<file path="src/core/atx_switch_pkg.sv">
package atx_switch_pkg;

    // ****************************************
    // timing
    // ****************************************
    localparam int CLK_PERIOD_NS = 40;
    localparam int TICK_PERIOD_NS = 31_250_000;
    localparam int TICK_CYCLES_DEF = TICK_PERIOD_NS / CLK_PERIOD_NS;
    localparam int TICK_US = 31_250;
    localparam int HOLD_LONG_US = 4_000_000;
    localparam int HOLD_SHORT_US = 250_000;
    localparam int RESET_PULSE_US = 1_000_000;
    localparam int EXTRA_HOLD_US = 5_000_000;
    // least times round up, the extension limit (a longest time) rounds down
    localparam logic [7:0] HOLD_LONG_TICKS = 8'((HOLD_LONG_US + TICK_US - 1) / TICK_US);
    localparam logic [7:0] HOLD_SHORT_TICKS = 8'((HOLD_SHORT_US + TICK_US - 1) / TICK_US);
    localparam logic [7:0] RESET_PULSE_TICKS = 8'((RESET_PULSE_US + TICK_US - 1) / TICK_US);
    localparam logic [7:0] EXTRA_HOLD_TICKS = 8'(EXTRA_HOLD_US / TICK_US);

    // ****************************************
    // command packet
    // ****************************************
    localparam logic [7:0] CMD_TYPE_ATX = 8'h1C;
    localparam logic [7:0] ACK_TYPE_ATX = 8'h5C;
    localparam logic [7:0] CMD_LEN_MIN = 8'h01;
    localparam logic [7:0] CMD_LEN_MAX = 8'h03;
    localparam int CMD_TYPE_LSB = 0;
    localparam int CMD_D0_LSB = 8;
    localparam int CMD_D1_LSB = 16;
    localparam int CMD_D2_LSB = 24;

    // function mask bits
    localparam int BIT_AUTO_POL = 0;
    localparam int BIT_RST_INV = 1;
    localparam int BIT_PWR_INV = 2;
    localparam int BIT_BLANK = 4;
    localparam int BIT_KEY_RST = 5;
    localparam int BIT_KEY_ON = 6;
    localparam int BIT_KEY_OFF = 7;

    localparam logic [7:0] MASK_RST = 8'h00;
    localparam logic [7:0] PULSE_LEN_RST = 8'h20;
    localparam logic SENSE_SEL_RST = 1'b1;

    // ****************************************
    // register map
    // ****************************************
    localparam int ADDR_W = 8;
    localparam logic [7:0] REG_CMD = 8'h00;
    localparam logic [7:0] REG_LEN = 8'h04;
    localparam logic [7:0] REG_ACK = 8'h08;
    localparam logic [7:0] REG_CFG = 8'h0C;
    localparam logic [7:0] REG_STAT = 8'h10;
    localparam int ACK_VALID_BIT = 8;
    localparam int ACK_ERR_BIT = 9;
    localparam int CFG_MASK_LSB = 0;
    localparam int CFG_PULSE_LSB = 8;
    localparam int CFG_SENSE_BIT = 16;
    localparam int STAT_SENSE_BIT = 0;
    localparam int STAT_CONFIRM_BIT = 1;
    localparam int STAT_CANCEL_BIT = 2;
    localparam int STAT_FSM_LSB = 3;
    localparam int STAT_MSG_LSB = 6;
    localparam int STAT_BLANK_BIT = 8;
    localparam logic [1:0] RESP_OKAY = 2'h0;
    localparam logic [1:0] RESP_SLVERR = 2'h2;

    localparam int SYNC_W = 6;

    // ****************************************
    // types
    // ****************************************
    typedef enum logic [2:0] {
        ST_IDLE = 3'b000,
        ST_RST_PULSE = 3'b001,
        ST_PWR_PULSE = 3'b010,
        ST_PWR_EXTEND = 3'b011,
        ST_LOCKED = 3'b100
    } fsm_e;

    typedef enum logic [1:0] {
        MSG_NONE = 2'b00,
        MSG_RESET = 2'b01,
        MSG_POWER_ON = 2'b10,
        MSG_POWER_OFF = 2'b11
    } msg_e;

    typedef struct packed {
        logic awvalid;
        logic [ADDR_W-1:0] awaddr;
        logic wvalid;
        logic [31:0] wdata;
        logic [3:0] wstrb;
        logic bready;
        logic arvalid;
        logic [ADDR_W-1:0] araddr;
        logic rready;
    } axil_req_s;

    typedef struct packed {
        logic awready;
        logic wready;
        logic bvalid;
        logic [1:0] bresp;
        logic arready;
        logic rvalid;
        logic [31:0] rdata;
        logic [1:0] rresp;
    } axil_rsp_s;

    typedef struct packed {
        logic o;
        logic oe;
    } line_out_s;

endpackage : atx_switch_pkg

</file>
<file path="src/core/pin_sync.sv">
`timescale 1ns/100ps

module pin_sync
    import atx_switch_pkg::*;
(
    // clock and reset
    input wire logic sys_clk,
    input wire logic reset_n,
    // pins
    input wire logic [SYNC_W-1:0] pinRaw,
    output logic [SYNC_W-1:0] pinSync
);

    typedef struct packed {
        logic [SYNC_W-1:0] meta;
        logic [SYNC_W-1:0] sync;
    } sync_s;

    sync_s st;
    sync_s nxt;

    // the first stage feeds only the second stage
    always_comb
    begin
        nxt.meta = pinRaw;
        nxt.sync = st.meta;
    end

    always_ff @(posedge sys_clk or negedge reset_n)
    begin
        if (!reset_n)
            st <= '0;
        else
            st <= nxt;
    end

    assign pinSync = st.sync;

endmodule : pin_sync

</file>
<file path="src/core/atx_power_reset_switch_ctrl.sv">
// Our own choices: the placing of the registers and the AXI4-Lite slave port.
`timescale 1ns/100ps

module atx_power_reset_switch_ctrl
    import atx_switch_pkg::*;
#(
    parameter int TICK_CYCLES = TICK_CYCLES_DEF
)
(
    // clock and reset
    input wire logic sys_clk,
    input wire logic reset_n,
    // register bus
    input wire axil_req_s axilReq,
    output axil_rsp_s axilRsp,
    // sense and keys
    input wire logic senseInt,
    input wire logic sensePin1,
    input wire logic keyConfirm,
    input wire logic keyCancel,
    // host switch lines
    input wire logic rstLineIn,
    input wire logic pwrLineIn,
    output line_out_s rstLine,
    output line_out_s pwrLine,
    // display and module
    output logic displayBlank,
    output logic backlightOff,
    output logic selfReset,
    output msg_e messageCode
);

    typedef struct packed {
        logic awHeld;
        logic [ADDR_W-1:0] awAddr;
        logic wHeld;
        logic [31:0] wData;
        logic [3:0] wStrb;
        logic bValid;
        logic [1:0] bResp;
        logic rValid;
        logic [31:0] rData;
        logic [1:0] rResp;
        logic [31:0] cmdWord;
        logic [7:0] cmdLen;
        logic ackValid;
        logic ackErr;
        logic [7:0] mask;
        logic [7:0] pulseLen;
        logic senseSel;
        fsm_e fsm;
        msg_e msg;
        logic [19:0] tickCnt;
        logic tick;
        logic [7:0] holdCnt;
        logic [7:0] phase;
        logic senseOld;
        logic rstIdle;
        logic pwrIdle;
        logic idleSeen;
        logic rstOe;
        logic rstOut;
        logic pwrOe;
        logic pwrOut;
        logic blank;
        logic selfReset;
    } state_s;

    state_s st;
    state_s nxt;
    logic [SYNC_W-1:0] pinS;
    logic senseHost;
    logic confirmQual;
    logic cancelQual;
    logic cmdFire;
    logic execGood;
    logic execBad;
    logic [31:0] cmdNow;
    logic [7:0] holdThr;
    logic awReady;
    logic wReady;
    logic arReady;

    function automatic logic [ADDR_W-1:0] regSel(input logic [ADDR_W-1:0] addr);
        regSel = {addr[ADDR_W-1:2], 2'b00};
    endfunction : regSel

    // auto mode drives against the level the line rests at when released
    function automatic logic driveLevel(input logic autoPol, input logic inv,
                                        input logic idleLvl);
        driveLevel = autoPol ? ~idleLvl : inv;
    endfunction : driveLevel

    pin_sync u_pin_sync (
        .sys_clk(sys_clk),
        .reset_n(reset_n),
        .pinRaw({pwrLineIn, rstLineIn, keyCancel, keyConfirm, sensePin1, senseInt}),
        .pinSync(pinS)
    );

    assign awReady = ~st.awHeld & ~st.bValid;
    assign wReady = ~st.wHeld & ~st.bValid;
    assign arReady = ~st.rValid;

    always_comb
    begin
        nxt = st;
        cmdFire = 1'b0;
        execGood = 1'b0;
        execBad = 1'b0;
        cmdNow = st.cmdWord;
        senseHost = st.senseSel ? pinS[0] : pinS[1];
        // ****************************************
        // register bus write
        // ****************************************
        if (axilReq.awvalid && awReady)
        begin
            nxt.awHeld = 1'b1;
            nxt.awAddr = axilReq.awaddr;
        end
        if (axilReq.wvalid && wReady)
        begin
            nxt.wHeld = 1'b1;
            nxt.wData = axilReq.wdata;
            nxt.wStrb = axilReq.wstrb;
        end
        if (st.bValid && axilReq.bready)
            nxt.bValid = 1'b0;
        if (st.awHeld && st.wHeld)
        begin
            nxt.awHeld = 1'b0;
            nxt.wHeld = 1'b0;
            nxt.bValid = 1'b1;
            nxt.bResp = RESP_OKAY;
            case (regSel(st.awAddr))
                REG_CMD:
                begin
                    for (int i = 0; i < 4; i++)
                        if (st.wStrb[i])
                            cmdNow[i*8 +: 8] = st.wData[i*8 +: 8];
                    nxt.cmdWord = cmdNow;
                    cmdFire = 1'b1;
                end
                REG_LEN:
                    if (st.wStrb[0])
                        nxt.cmdLen = st.wData[7:0];
                REG_ACK, REG_CFG, REG_STAT: ;
                default: nxt.bResp = RESP_SLVERR;
            endcase
        end
        // ****************************************
        // register bus read
        // ****************************************
        if (st.rValid && axilReq.rready)
            nxt.rValid = 1'b0;
        if (axilReq.arvalid && arReady)
        begin
            nxt.rValid = 1'b1;
            nxt.rResp = RESP_OKAY;
            nxt.rData = '0;
            case (regSel(axilReq.araddr))
                REG_CMD: nxt.rData = st.cmdWord;
                REG_LEN: nxt.rData[7:0] = st.cmdLen;
                REG_ACK:
                begin
                    nxt.rData[7:0] = ACK_TYPE_ATX;
                    nxt.rData[ACK_VALID_BIT] = st.ackValid;
                    nxt.rData[ACK_ERR_BIT] = st.ackErr;
                    // reading consumes the answer; a new one below still wins
                    nxt.ackValid = 1'b0;
                    nxt.ackErr = 1'b0;
                end
                REG_CFG:
                begin
                    nxt.rData[CFG_MASK_LSB +: 8] = st.mask;
                    nxt.rData[CFG_PULSE_LSB +: 8] = st.pulseLen;
                    nxt.rData[CFG_SENSE_BIT] = st.senseSel;
                end
                REG_STAT:
                begin
                    nxt.rData[STAT_SENSE_BIT] = senseHost;
                    nxt.rData[STAT_CONFIRM_BIT] = pinS[2];
                    nxt.rData[STAT_CANCEL_BIT] = pinS[3];
                    nxt.rData[STAT_FSM_LSB +: 3] = st.fsm;
                    nxt.rData[STAT_MSG_LSB +: 2] = st.msg;
                    nxt.rData[STAT_BLANK_BIT] = st.blank;
                end
                default: nxt.rResp = RESP_SLVERR;
            endcase
        end
        // ****************************************
        // command execution
        // ****************************************
        if (cmdFire && st.fsm != ST_LOCKED)
        begin
            if (cmdNow[CMD_TYPE_LSB +: 8] == CMD_TYPE_ATX && st.cmdLen >= CMD_LEN_MIN
                && st.cmdLen <= CMD_LEN_MAX)
            begin
                execGood = 1'b1;
                nxt.ackValid = 1'b1;
                nxt.mask = cmdNow[CMD_D0_LSB +: 8];
                // a zero length is outside the legal range and keeps the old one
                if (st.cmdLen >= 8'h02 && cmdNow[CMD_D1_LSB +: 8] != 8'h00)
                    nxt.pulseLen = cmdNow[CMD_D1_LSB +: 8];
                if (st.cmdLen == CMD_LEN_MAX)
                    nxt.senseSel = cmdNow[CMD_D2_LSB];
            end
            else
            begin
                execBad = 1'b1;
                nxt.ackErr = 1'b1;
            end
        end
        // ****************************************
        // 1/32 s timebase
        // ****************************************
        nxt.tick = 1'b0;
        if (st.tickCnt == 20'(TICK_CYCLES - 1))
        begin
            nxt.tickCnt = '0;
            nxt.tick = 1'b1;
        end
        else
            nxt.tickCnt = st.tickCnt + 20'h0_0001;
        // ****************************************
        // key functions
        // ****************************************
        confirmQual = pinS[2] && ((senseHost && st.mask[BIT_KEY_RST])
                      || (!senseHost && st.mask[BIT_KEY_ON]));
        cancelQual = pinS[3] && senseHost && st.mask[BIT_KEY_OFF];
        holdThr = (confirmQual && !senseHost) ? HOLD_SHORT_TICKS : HOLD_LONG_TICKS;
        nxt.selfReset = 1'b0;
        nxt.senseOld = senseHost;
        case (st.fsm)
            ST_IDLE:
            begin
                if (senseHost && !st.senseOld)
                    nxt.selfReset = 1'b1;
                if (!(confirmQual || cancelQual))
                    nxt.holdCnt = '0;
                else if (st.tick)
                begin
                    if (st.holdCnt + 8'h01 == holdThr)
                    begin
                        nxt.holdCnt = '0;
                        nxt.phase = '0;
                        if (confirmQual && senseHost)
                        begin
                            nxt.fsm = ST_RST_PULSE;
                            nxt.msg = MSG_RESET;
                        end
                        else if (confirmQual)
                        begin
                            nxt.fsm = ST_PWR_PULSE;
                            nxt.msg = MSG_POWER_ON;
                        end
                        else
                        begin
                            nxt.fsm = ST_PWR_PULSE;
                            nxt.msg = MSG_POWER_OFF;
                        end
                    end
                    else
                        nxt.holdCnt = st.holdCnt + 8'h01;
                end
            end
            ST_RST_PULSE:
                if (st.tick)
                begin
                    nxt.phase = st.phase + 8'h01;
                    if (st.phase + 8'h01 == RESET_PULSE_TICKS)
                    begin
                        nxt.phase = '0;
                        nxt.fsm = ST_LOCKED;
                    end
                end
            ST_PWR_PULSE:
                if (st.tick)
                begin
                    nxt.phase = st.phase + 8'h01;
                    if (st.phase + 8'h01 >= st.pulseLen)
                    begin
                        nxt.phase = '0;
                        if (st.msg == MSG_POWER_OFF && pinS[3])
                            nxt.fsm = ST_PWR_EXTEND;
                        else if (st.msg == MSG_POWER_ON)
                            nxt.fsm = ST_LOCKED;
                        else
                        begin
                            nxt.fsm = ST_IDLE;
                            nxt.msg = MSG_NONE;
                        end
                    end
                end
            ST_PWR_EXTEND:
                if (!pinS[3] || (st.tick && st.phase + 8'h01 == EXTRA_HOLD_TICKS))
                begin
                    nxt.fsm = ST_IDLE;
                    nxt.msg = MSG_NONE;
                    nxt.phase = '0;
                end
                else if (st.tick)
                    nxt.phase = st.phase + 8'h01;
            ST_LOCKED:
                // one tick lets the host reset settle before the module restarts
                if (st.tick)
                begin
                    nxt.selfReset = 1'b1;
                    nxt.fsm = ST_IDLE;
                    nxt.msg = MSG_NONE;
                end
            default:
            begin
                nxt.fsm = ST_IDLE;
                nxt.msg = MSG_NONE;
            end
        endcase
        // ****************************************
        // line drive and display
        // ****************************************
        // a released line needs the sync delay to show its rest level, so the
        // first idle tick only arms the sampling and later idle ticks take it
        if (st.fsm != ST_IDLE)
            nxt.idleSeen = 1'b0;
        else if (st.tick)
        begin
            nxt.idleSeen = 1'b1;
            if (st.idleSeen)
            begin
                nxt.rstIdle = pinS[4];
                nxt.pwrIdle = pinS[5];
            end
        end
        nxt.rstOe = (nxt.fsm == ST_RST_PULSE);
        nxt.pwrOe = (nxt.fsm == ST_PWR_PULSE) || (nxt.fsm == ST_PWR_EXTEND);
        nxt.rstOut = driveLevel(st.mask[BIT_AUTO_POL], st.mask[BIT_RST_INV], st.rstIdle);
        nxt.pwrOut = driveLevel(st.mask[BIT_AUTO_POL], st.mask[BIT_PWR_INV], st.pwrIdle);
        nxt.blank = st.mask[BIT_BLANK] && !senseHost;
    end

    always_ff @(posedge sys_clk or negedge reset_n)
    begin
        if (!reset_n)
        begin
            st <= '0;
            st.mask <= MASK_RST;
            st.pulseLen <= PULSE_LEN_RST;
            st.senseSel <= SENSE_SEL_RST;
            st.fsm <= ST_IDLE;
            st.msg <= MSG_NONE;
        end
        else
            st <= nxt;
    end

    assign axilRsp = '{awready: awReady, wready: wReady, bvalid: st.bValid, bresp: st.bResp,
                       arready: arReady, rvalid: st.rValid, rdata: st.rData,
                       rresp: st.rResp};
    assign rstLine = '{o: st.rstOut, oe: st.rstOe};
    assign pwrLine = '{o: st.pwrOut, oe: st.pwrOe};
    assign displayBlank = st.blank;
    assign backlightOff = st.blank;
    assign selfReset = st.selfReset;
    assign messageCode = st.msg;

    // ****************************************
    // checks
    // ****************************************
    int rstCycles;
    int pwrCycles;
    always_ff @(posedge sys_clk or negedge reset_n)
    begin
        if (!reset_n)
        begin
            rstCycles <= 0;
            pwrCycles <= 0;
        end
        else
        begin
            rstCycles <= st.rstOe ? rstCycles + 1 : 0;
            pwrCycles <= st.pwrOe ? pwrCycles + 1 : 0;
        end
    end

    property p_bad_len;
        @(posedge sys_clk) disable iff (!reset_n)
        cmdFire && st.fsm != ST_LOCKED && (st.cmdLen == 8'h00 || st.cmdLen > 8'h03)
            |=> st.ackErr && $stable(st.mask);
    endproperty
    a_bad_len: assert property (p_bad_len) else $error("bad length not refused");

    property p_ack;
        @(posedge sys_clk) disable iff (!reset_n)
        execGood |=> st.ackValid && st.mask == $past(cmdNow[15:8]);
    endproperty
    a_ack: assert property (p_ack) else $error("accepted command not acknowledged");

    property p_idle_float;
        @(posedge sys_clk) disable iff (!reset_n)
        st.fsm == ST_IDLE || st.fsm == ST_LOCKED |-> !rstLine.oe && !pwrLine.oe;
    endproperty
    a_idle_float: assert property (p_idle_float) else $error("line driven while idle");

    property p_polarity;
        @(posedge sys_clk) disable iff (!reset_n)
        $rose(st.rstOe) |-> st.rstOut
            == ($past(st.mask[0]) ? !$past(pinS[4]) : $past(st.mask[1]));
    endproperty
    a_polarity: assert property (p_polarity) else $error("reset drive level wrong");

    property p_pwr_polarity;
        @(posedge sys_clk) disable iff (!reset_n)
        $rose(st.pwrOe) |-> st.pwrOut
            == ($past(st.mask[0]) ? !$past(pinS[5]) : $past(st.mask[2]));
    endproperty
    a_pwr_polarity: assert property (p_pwr_polarity) else $error("power drive level wrong");

    property p_rst_len;
        @(posedge sys_clk) disable iff (!reset_n)
        $fell(st.rstOe) |-> rstCycles >= (RESET_PULSE_TICKS - 1) * TICK_CYCLES
            && rstCycles <= RESET_PULSE_TICKS * TICK_CYCLES;
    endproperty
    a_rst_len: assert property (p_rst_len) else $error("reset pulse length wrong");

    property p_locked;
        @(posedge sys_clk) disable iff (!reset_n)
        cmdFire && st.fsm == ST_LOCKED |=> $stable(st.mask) && $stable(st.pulseLen);
    endproperty
    a_locked: assert property (p_locked) else $error("command taken while locked");

    property p_extend;
        @(posedge sys_clk) disable iff (!reset_n)
        st.pwrOe |-> pwrCycles < (255 + EXTRA_HOLD_TICKS + 2) * TICK_CYCLES;
    endproperty
    a_extend: assert property (p_extend) else $error("power drive too long");

    property p_blank;
        @(posedge sys_clk) disable iff (!reset_n)
        st.mask[4] && !senseHost ##1 st.mask[4] && !senseHost |-> displayBlank && backlightOff;
    endproperty
    a_blank: assert property (p_blank) else $error("display not blanked");

    property p_restart;
        @(posedge sys_clk) disable iff (!reset_n)
        st.fsm == ST_IDLE && senseHost && !st.senseOld |=> selfReset;
    endproperty
    a_restart: assert property (p_restart) else $error("no restart on sense rise");

    property p_release;
        @(posedge sys_clk) disable iff (!reset_n)
        st.fsm == ST_IDLE && !pinS[2] && !pinS[3] |=> st.holdCnt == 8'h00 && st.fsm == ST_IDLE;
    endproperty
    a_release: assert property (p_release) else $error("hold not cancelled");

endmodule : atx_power_reset_switch_ctrl

</file>
<file path="config.mk">
export PLATFORM = sky130hd
export DESIGN_NAME = atx_power_reset_switch_ctrl
export DESIGN_NICKNAME = d
export VERILOG_FILES = /design/src/core/atx_switch_pkg.sv /design/src/core/pin_sync.sv /design/src/core/atx_power_reset_switch_ctrl.sv
export SDC_FILE = /design/constraint.sdc
export NUM_CORES = 1
export LEC_CHECK = 0
export ABC_CLOCK_PERIOD_IN_PS = 6900
export BUFFER_PORTS_ARGS = -buffer_cell sky130_fd_sc_hd__buf_2
export CAP_MARGIN = 40
export CORE_ASPECT_RATIO = 0.6
export CORE_MARGIN = 2
export CORE_UTILIZATION = 63
export DETAILED_ROUTE_END_ITERATION = 12
export GPL_ROUTABILITY_DRIVEN = 0
export HOLD_SLACK_MARGIN = 0.1
export PLACE_DENSITY_LB_ADDON = 0.12
export SLEW_MARGIN = 20
export SYNTH_ARGS = -nofsm -noshare
export SYNTH_HDL_FRONTEND = slang
export SYNTH_HIERARCHICAL = 1
export SYNTH_SLANG_ARGS = --single-unit
</file>
<file path="constraint.sdc">
create_clock -name sys_clk -period 6.9 [get_ports sys_clk]
set_clock_uncertainty 0.2 [all_clocks]
set_input_delay 1.38 -clock sys_clk [delete_from_list [all_inputs] [get_ports sys_clk]]
set_output_delay 1.38 -clock sys_clk [all_outputs]
set_load 0.05 [all_outputs]
</file>
**Word-level counts from Yosys, hierarchy flattened**

Index checks and enable logic that the tools add are counted.
Widths: inputs -> output; s select.

- Logic and storage cells: 208
- Output and inout port bits: 50
- Register bits after elaboration: 207
- Input port bits: 65

- Bitwise operators: 10
- Multiplexer cells: 71
- Reduce and logical (&&, ||, !) cells: 49
- Order comparisons: 4
- Add/sub/neg operators: 3
- Eq/ne operators: 36

Operator list:

| kind | count |
|---|---|
| $mux 8 | 16 |
| $mux 5 | 8 |
| $pmux 8 s5 | 1 |
| $mux 37 | 1 |
| $mux 35 | 1 |
| $mux 32 | 1 |
| $pmux 8 s4 | 1 |
| $mux 25 | 1 |
| $eq 6x2->1 const B | 4 |
| $ne 2x2->1 const B | 11 |
| $logic_and 1x1->1 | 21 |
| $add 20x1->20 const B | 1 |
| $eq 20x20->1 const B | 1 |
| $mux 20 | 1 |
| $mux 19 | 1 |
| $mux 1 | 18 |
| $mux 17 | 1 |
| $add 8x1->8 const B | 2 |
| $mux 16 | 1 |
| $mux 15 | 1 |
| $mux 3 | 5 |
| $pmux 3 s5 | 1 |
| $pmux 7 s2 | 1 |
| $eq 3x2->1 const B | 4 |
| other kinds (36) | 69 |

**Longest topological paths before layout**

- Depth in word-level cells: 14
- Depth in mapped cells: 12

**By module**

The synthesis kept the hierarchy.

Modules (own cells, without submodules):

| module | instances | area each (µm²) | cells an instance |
|---|---|---|---|
| atx_power_reset_switch_ctrl | 1 | 9152.5 | 828 |
| pin_sync | 1 | 300.3 | 12 |

**Worst setup path before layout**

No wires, ideal clock.

- Kind: input -> register
- Start: input axilReq[4] in the netlist's numbering
- End: register st, in the netlist axilRsp[1]
- Path slack: 3.685 ns
- Stages: 6
- Library setup time: 0.119 ns
- Data required time: 6.581 ns
- Data arrival time: 2.896 ns
- Cell sequence: clkbuf_1 -> nor2_1 -> nand2_1 -> nor4_1 -> o21ai_0 -> o21a_1

- Word-level cells in the longest chain between the ends: 3
- Elaborated cells on any way between the ends: 7

RTL lines:

| what | line | text |
|---|---|---|
| start: declaration | atx_power_reset_switch_ctrl.sv:14 | `input wire axil_req_s axilReq,` |
| $eq 6x2->1 (tied with other cells) | atx_power_reset_switch_ctrl.sv:161 | `case (regSel(axilReq.araddr))` |
| $reduce_or 5->1 (no line) * | - |  |
| $mux 2 * | atx_power_reset_switch_ctrl.sv:161 |  |
| end signal: assignment | atx_power_reset_switch_ctrl.sv:353 | `st <= nxt;` |
| end: declaration | atx_power_reset_switch_ctrl.sv:69 | `state_s st;` |

Mark *: on every way between the ends. The rest lies on a longest branch, timed or not.
A chain may end at the register's enable or synchronous reset.

**Final worst setup path**

- Start: register st[191] in the netlist's numbering
- End: register st[60] in the netlist's numbering

- Word-level cells in the longest chain between the ends: 7
- Elaborated cells on any way between the ends: 12

RTL lines:

| what | line | text |
|---|---|---|
| $logic_not 6->1 * | atx_power_reset_switch_ctrl.sv:135 | `case (regSel(st.awAddr))` |
| $mux 32 | - |  |
| $mux 25 | atx_power_reset_switch_ctrl.sv:129 | `if (st.awHeld && st.wHeld)` |
| $eq 8x5->1 | atx_power_reset_switch_ctrl.sv:196 | `if (cmdNow[CMD_TYPE_LSB +: 8] == CMD_TYPE_ATX && st.cmdLen >= CMD_LEN_MIN` |
| $logic_and 1x1->1 | atx_power_reset_switch_ctrl.sv:196 |  |
| $logic_and 1x1->1 | atx_power_reset_switch_ctrl.sv:197 | `&& st.cmdLen <= CMD_LEN_MAX)` |
| $reduce_and 3->1 (no line) | - |  |

Marked as above.

==> impl_metrics.json <==
{
  "critical-path-top-delay-family": "simple AND/OR/NAND/NOR gates",
  "share_of_synthesized_area_spent_on_multiplexers_pct": 14.3,
  "finalSetupTns_ns": 0,
  "synth-simple-area-share_pct": 13.6,
  "finalMaxSlewViolations": 0,
  "placement.io_buffers": 108,
  "ff2ff_path_depth": 6,
  "critical_path.n_buffers_inverters": 0,
  "clock_sinks": 203,
  "number_of_vias_after_detailed_routing": 6808,
  "yosys.area.top_type": "sky130_fd_sc_hd__dfrtp_1",
  "hold_path_depth": 0,
  "crit_top_cell": "sky130_fd_sc_hd__or4_1",
  "period_share_pct": 58.3,
  "cts-buffers-inserted": 19,
  "insertedDiodeCount": 0,
  "cts_tree": "yes",
  "floorplan.die.width_um": 162,
  "cts.clk_slew.worst_paths_ns": 0.07,
  "met2_usage_pct": 45.0,
  "ffs_latches_synth": 203,
  "post-cts-setup-buffer-count": 0,
  "hpwl_dp_mm": 15.3,
  "tightestPinTransition_ns": 0.837,
  "switchingPower_uw": 974,
  "switching_fraction_pct": 29.7,
  "post_synth.cell_area_avg_sq_um": 11.3,
  "pin_count": 115,
  "postRouteAntennaNets": 0,
  "slew-limit-headroom_pct": 44.0,
  "critPathCaptureType": "flop",
  "status": "finished, final reports clean",
  "final_util_pct": 72.2,
  "synth.top_cell.area_share_pct": 53.2,
  "grt_pass1_vias": 6821,
  "post_dp_cell_area_sq_um": 9920,
  "grt_use_total_pct": 28.7,
  "globalRoute.totalOverflow": 0,
  "n_fill_cell": 1034,
  "route.detailed.vias_per_inst": 6.13,
  "netlist_area_sq_um": 9450,
  "htreeDepth": 1,
  "post_synthesis_adder_cell_area_fraction_pct": 1.59,
  "yosys-top-cells-count": "sky130_fd_sc_hd__dfrtp_1, sky130_fd_sc_hd__mux2_2, sky130_fd_sc_hd__nand2_1",
  "rsz0062_at_grt": "false",
  "part_of_the_power_in_registers_pct": 48.9,
  "power.combinational.fraction_pct": 18.8,
  "met1_usage_pct": 43.1,
  "initial_antenna_violation_count": 0,
  "clkLatencyLatePin_ns": 0.49,
  "layout-drive-gt1-share_pct": 29.0,
  "most_common_cell_in_the_netlist": "sky130_fd_sc_hd__dfrtp_1",
  "post_synthesis_cell_type_count": 67,
  "drc": 0,
  "initial_utilization_pct": 64.8,
  "max_freq_mhz": 248,
  "placed_cells": 1078,
  "layout-area-overhead-vs-synth_pct": 11.4,
  "rows": 34,
  "syn-instance-count": 840,
  "cts_resized": 0,
  "critPathArrivalTime_ns": 4.19,
  "dp_worst_setup_slack_ns": 2.91,
  "internal_power_mw": 2.31,
  "grt_pass1_wl_mm": 36.3,
  "die_area_sq_um": 16000,
  "cts.root.buffer_cell": "sky130_fd_sc_hd__clkbuf_16",
  "setup_violations": 0,
  "synth-main-ff-cell": "sky130_fd_sc_hd__dfrtp_1",
  "detail_route.wirelength_mm": 22.1,
  "number_of_synthesized_flops_with_an_enable_pin": 0,
  "worst_setup_path_start_kind": "flop",
  "worst_hold_path_type": "flop to flop",
  "final_area_sq_um": 10500,
  "postCtsHoldBufs": 0,
  "powerDensity_nw_per_um2": 312,
  "cp_slowest_cell": "sky130_fd_sc_hd__or4_1",
  "setup_slack_ns": 2.88,
  "cp.required_ns": 7.07,
  "drt_pass1_iterations": 7,
  "grt_max_degree": 79,
  "async_flop_share_pct": 100,
  "vdd_ir_drop_max_uv": 270,
  "cts.path.max_buffers": 3,
  "cp_cell_sequence": "or3_4 -> or4_1 -> mux2i_1 -> nand4_1 -> or4_1 -> mux2_4",
  "coreArea_sq_um": 14600,
  "post_synth_xor_area_fraction_pct": 1.85,
  "fp.dieH_um": 98.9,
  "top_fanout_value_on_the_critical_path": 11,
  "top_usage_layer": "met2",
  "layout.cells.non_filler": 1111,
  "largest_family_of_logic_cells_by_synthesized_area": "multiplexers",
  "detail_route.wl_per_cell_um": 19.9,
  "synth_sequential_area_ratio_pct": 53.8,
  "initialDrtViolationCount": 566,
  "finalCriticalPeriod_ns": 4.02,
  "whs_ns": 0.150,
  "finish.net_count": 978,
  "drv_cap": 0,
  "cp_slowest_stage_delay_ns": 0.97,
  "clkPwrFrac_pct": 32.2,
  "final-hold-violation-count": 0,
  "critPathKind": "flop to flop",
  "power.static_leakage_nw": 5.06,
  "yosysWarnings": 6,
  "synth_compound_gate_area_share_pct": 8.91,
  "cp_num_cells": 6,
  "power.total_mw": 3.28,
  "synth.top_cells.by_area": "sky130_fd_sc_hd__dfrtp_1, sky130_fd_sc_hd__mux2_2, sky130_fd_sc_hd__buf_4, sky130_fd_sc_hd__nand2_1, sky130_fd_sc_hd__nor2_1",
  "global_route.usage.met3_pct": 3.96
}
[flip-flops by register name, summed over array words and instances, names as in the netlist]
name and count:
axilRsp 36, pwrLine 2, messageCode 2, backlightOff 1, u_pin_sync/pinSync 6, selfReset 1
rstLine 2, u_pin_sync/nxt 6, st 147
[logic make-up after synthesis]
logic type | Yosys count
compound gates | 120
fa+ha+maj | 12
flops | 203
xor+xnor | 20
mux | 118
buf+inv | 101
other cells | 1
simple gates | 265
[worst paths after layout]
kind / startpoint / to / slack [ns]
worst min register to register: u_pin_sync/nxt[1] / u_pin_sync/pinSync[1] / 0.15
max in group asynchronous: reset_n / st[18] / 4.83
min in group asynchronous: reset_n / axilRsp[37] / 0.64
worst min-delay path: u_pin_sync/nxt[1] / u_pin_sync/pinSync[1] / 0.15
worst max-delay path: st[191] / st[60] / 2.88
worst max register to register: st[191] / st[60] / 2.88
[power groups by stage]
stage          registers, mW  clock network, mW  logic [mW]
4_1_cts                 1.60               1.06       0.621
2_1_floorplan           1.54                  0       0.508
6_report                1.61               1.06       0.618
3_3_place_gp            1.60                  0       0.583
5_1_grt                 1.64               1.11       0.666
3_5_place_dp            1.62                  0       0.612
[cell type report]
class                   instances  area [sq um]  area share, %
flip-flops and latches        203          5080           48.2
multi-input cells             537          3820           36.3
well taps                     198           248           2.35
clock buffers                  25           518           4.92
inverters                      19          71.3          0.677
repair buffers                121           696           6.60
clock inverters                 8          98.8          0.938
[cells in the final DEF, fill, tap and decap left out, types with 4 or more instances in the layout]
master and instances:
sky130_fd_sc_hd__a21o_1 6, sky130_fd_sc_hd__nand3_1 37, sky130_fd_sc_hd__mux2_2 96, sky130_fd_sc_hd__xnor2_1 8
sky130_fd_sc_hd__dfrtp_1 201, sky130_fd_sc_hd__xor2_1 12, sky130_fd_sc_hd__and2_1 8, sky130_fd_sc_hd__nand2_1 81
sky130_fd_sc_hd__clkbuf_16 19, sky130_fd_sc_hd__buf_2 108, sky130_fd_sc_hd__o211ai_1 7, sky130_fd_sc_hd__or3_1 6
sky130_fd_sc_hd__and3_1 8, sky130_fd_sc_hd__nand4_1 12, sky130_fd_sc_hd__a221oi_1 8, sky130_fd_sc_hd__nor4_1 9
sky130_fd_sc_hd__nor3_1 14, sky130_fd_sc_hd__ha_1 12, sky130_fd_sc_hd__mux2_1 7, sky130_fd_sc_hd__a31oi_1 13
sky130_fd_sc_hd__nor2_1 59, sky130_fd_sc_hd__inv_1 18, sky130_fd_sc_hd__mux2i_1 7, sky130_fd_sc_hd__o21ai_1 4
sky130_fd_sc_hd__a222oi_1 5, sky130_fd_sc_hd__o21ai_0 28, sky130_fd_sc_hd__or4_1 5, sky130_fd_sc_hd__mux2_4 8
sky130_fd_sc_hd__a21oi_1 12, sky130_fd_sc_hd__buf_4 8, sky130_fd_sc_hd__o21a_1 4, sky130_fd_sc_hd__o221ai_1 6
sky130_fd_sc_hd__clkbuf_1 4
[layer usage]
metal | vias to the layer above | routed length [um]
met3 | 43 | 1560
met1 | 3378 | 9980
met4 | 0 | 444
met2 | 301 | 10100
li1 | 3086 | -
met5 | - | 0
(Power assumes the default switching activity.)
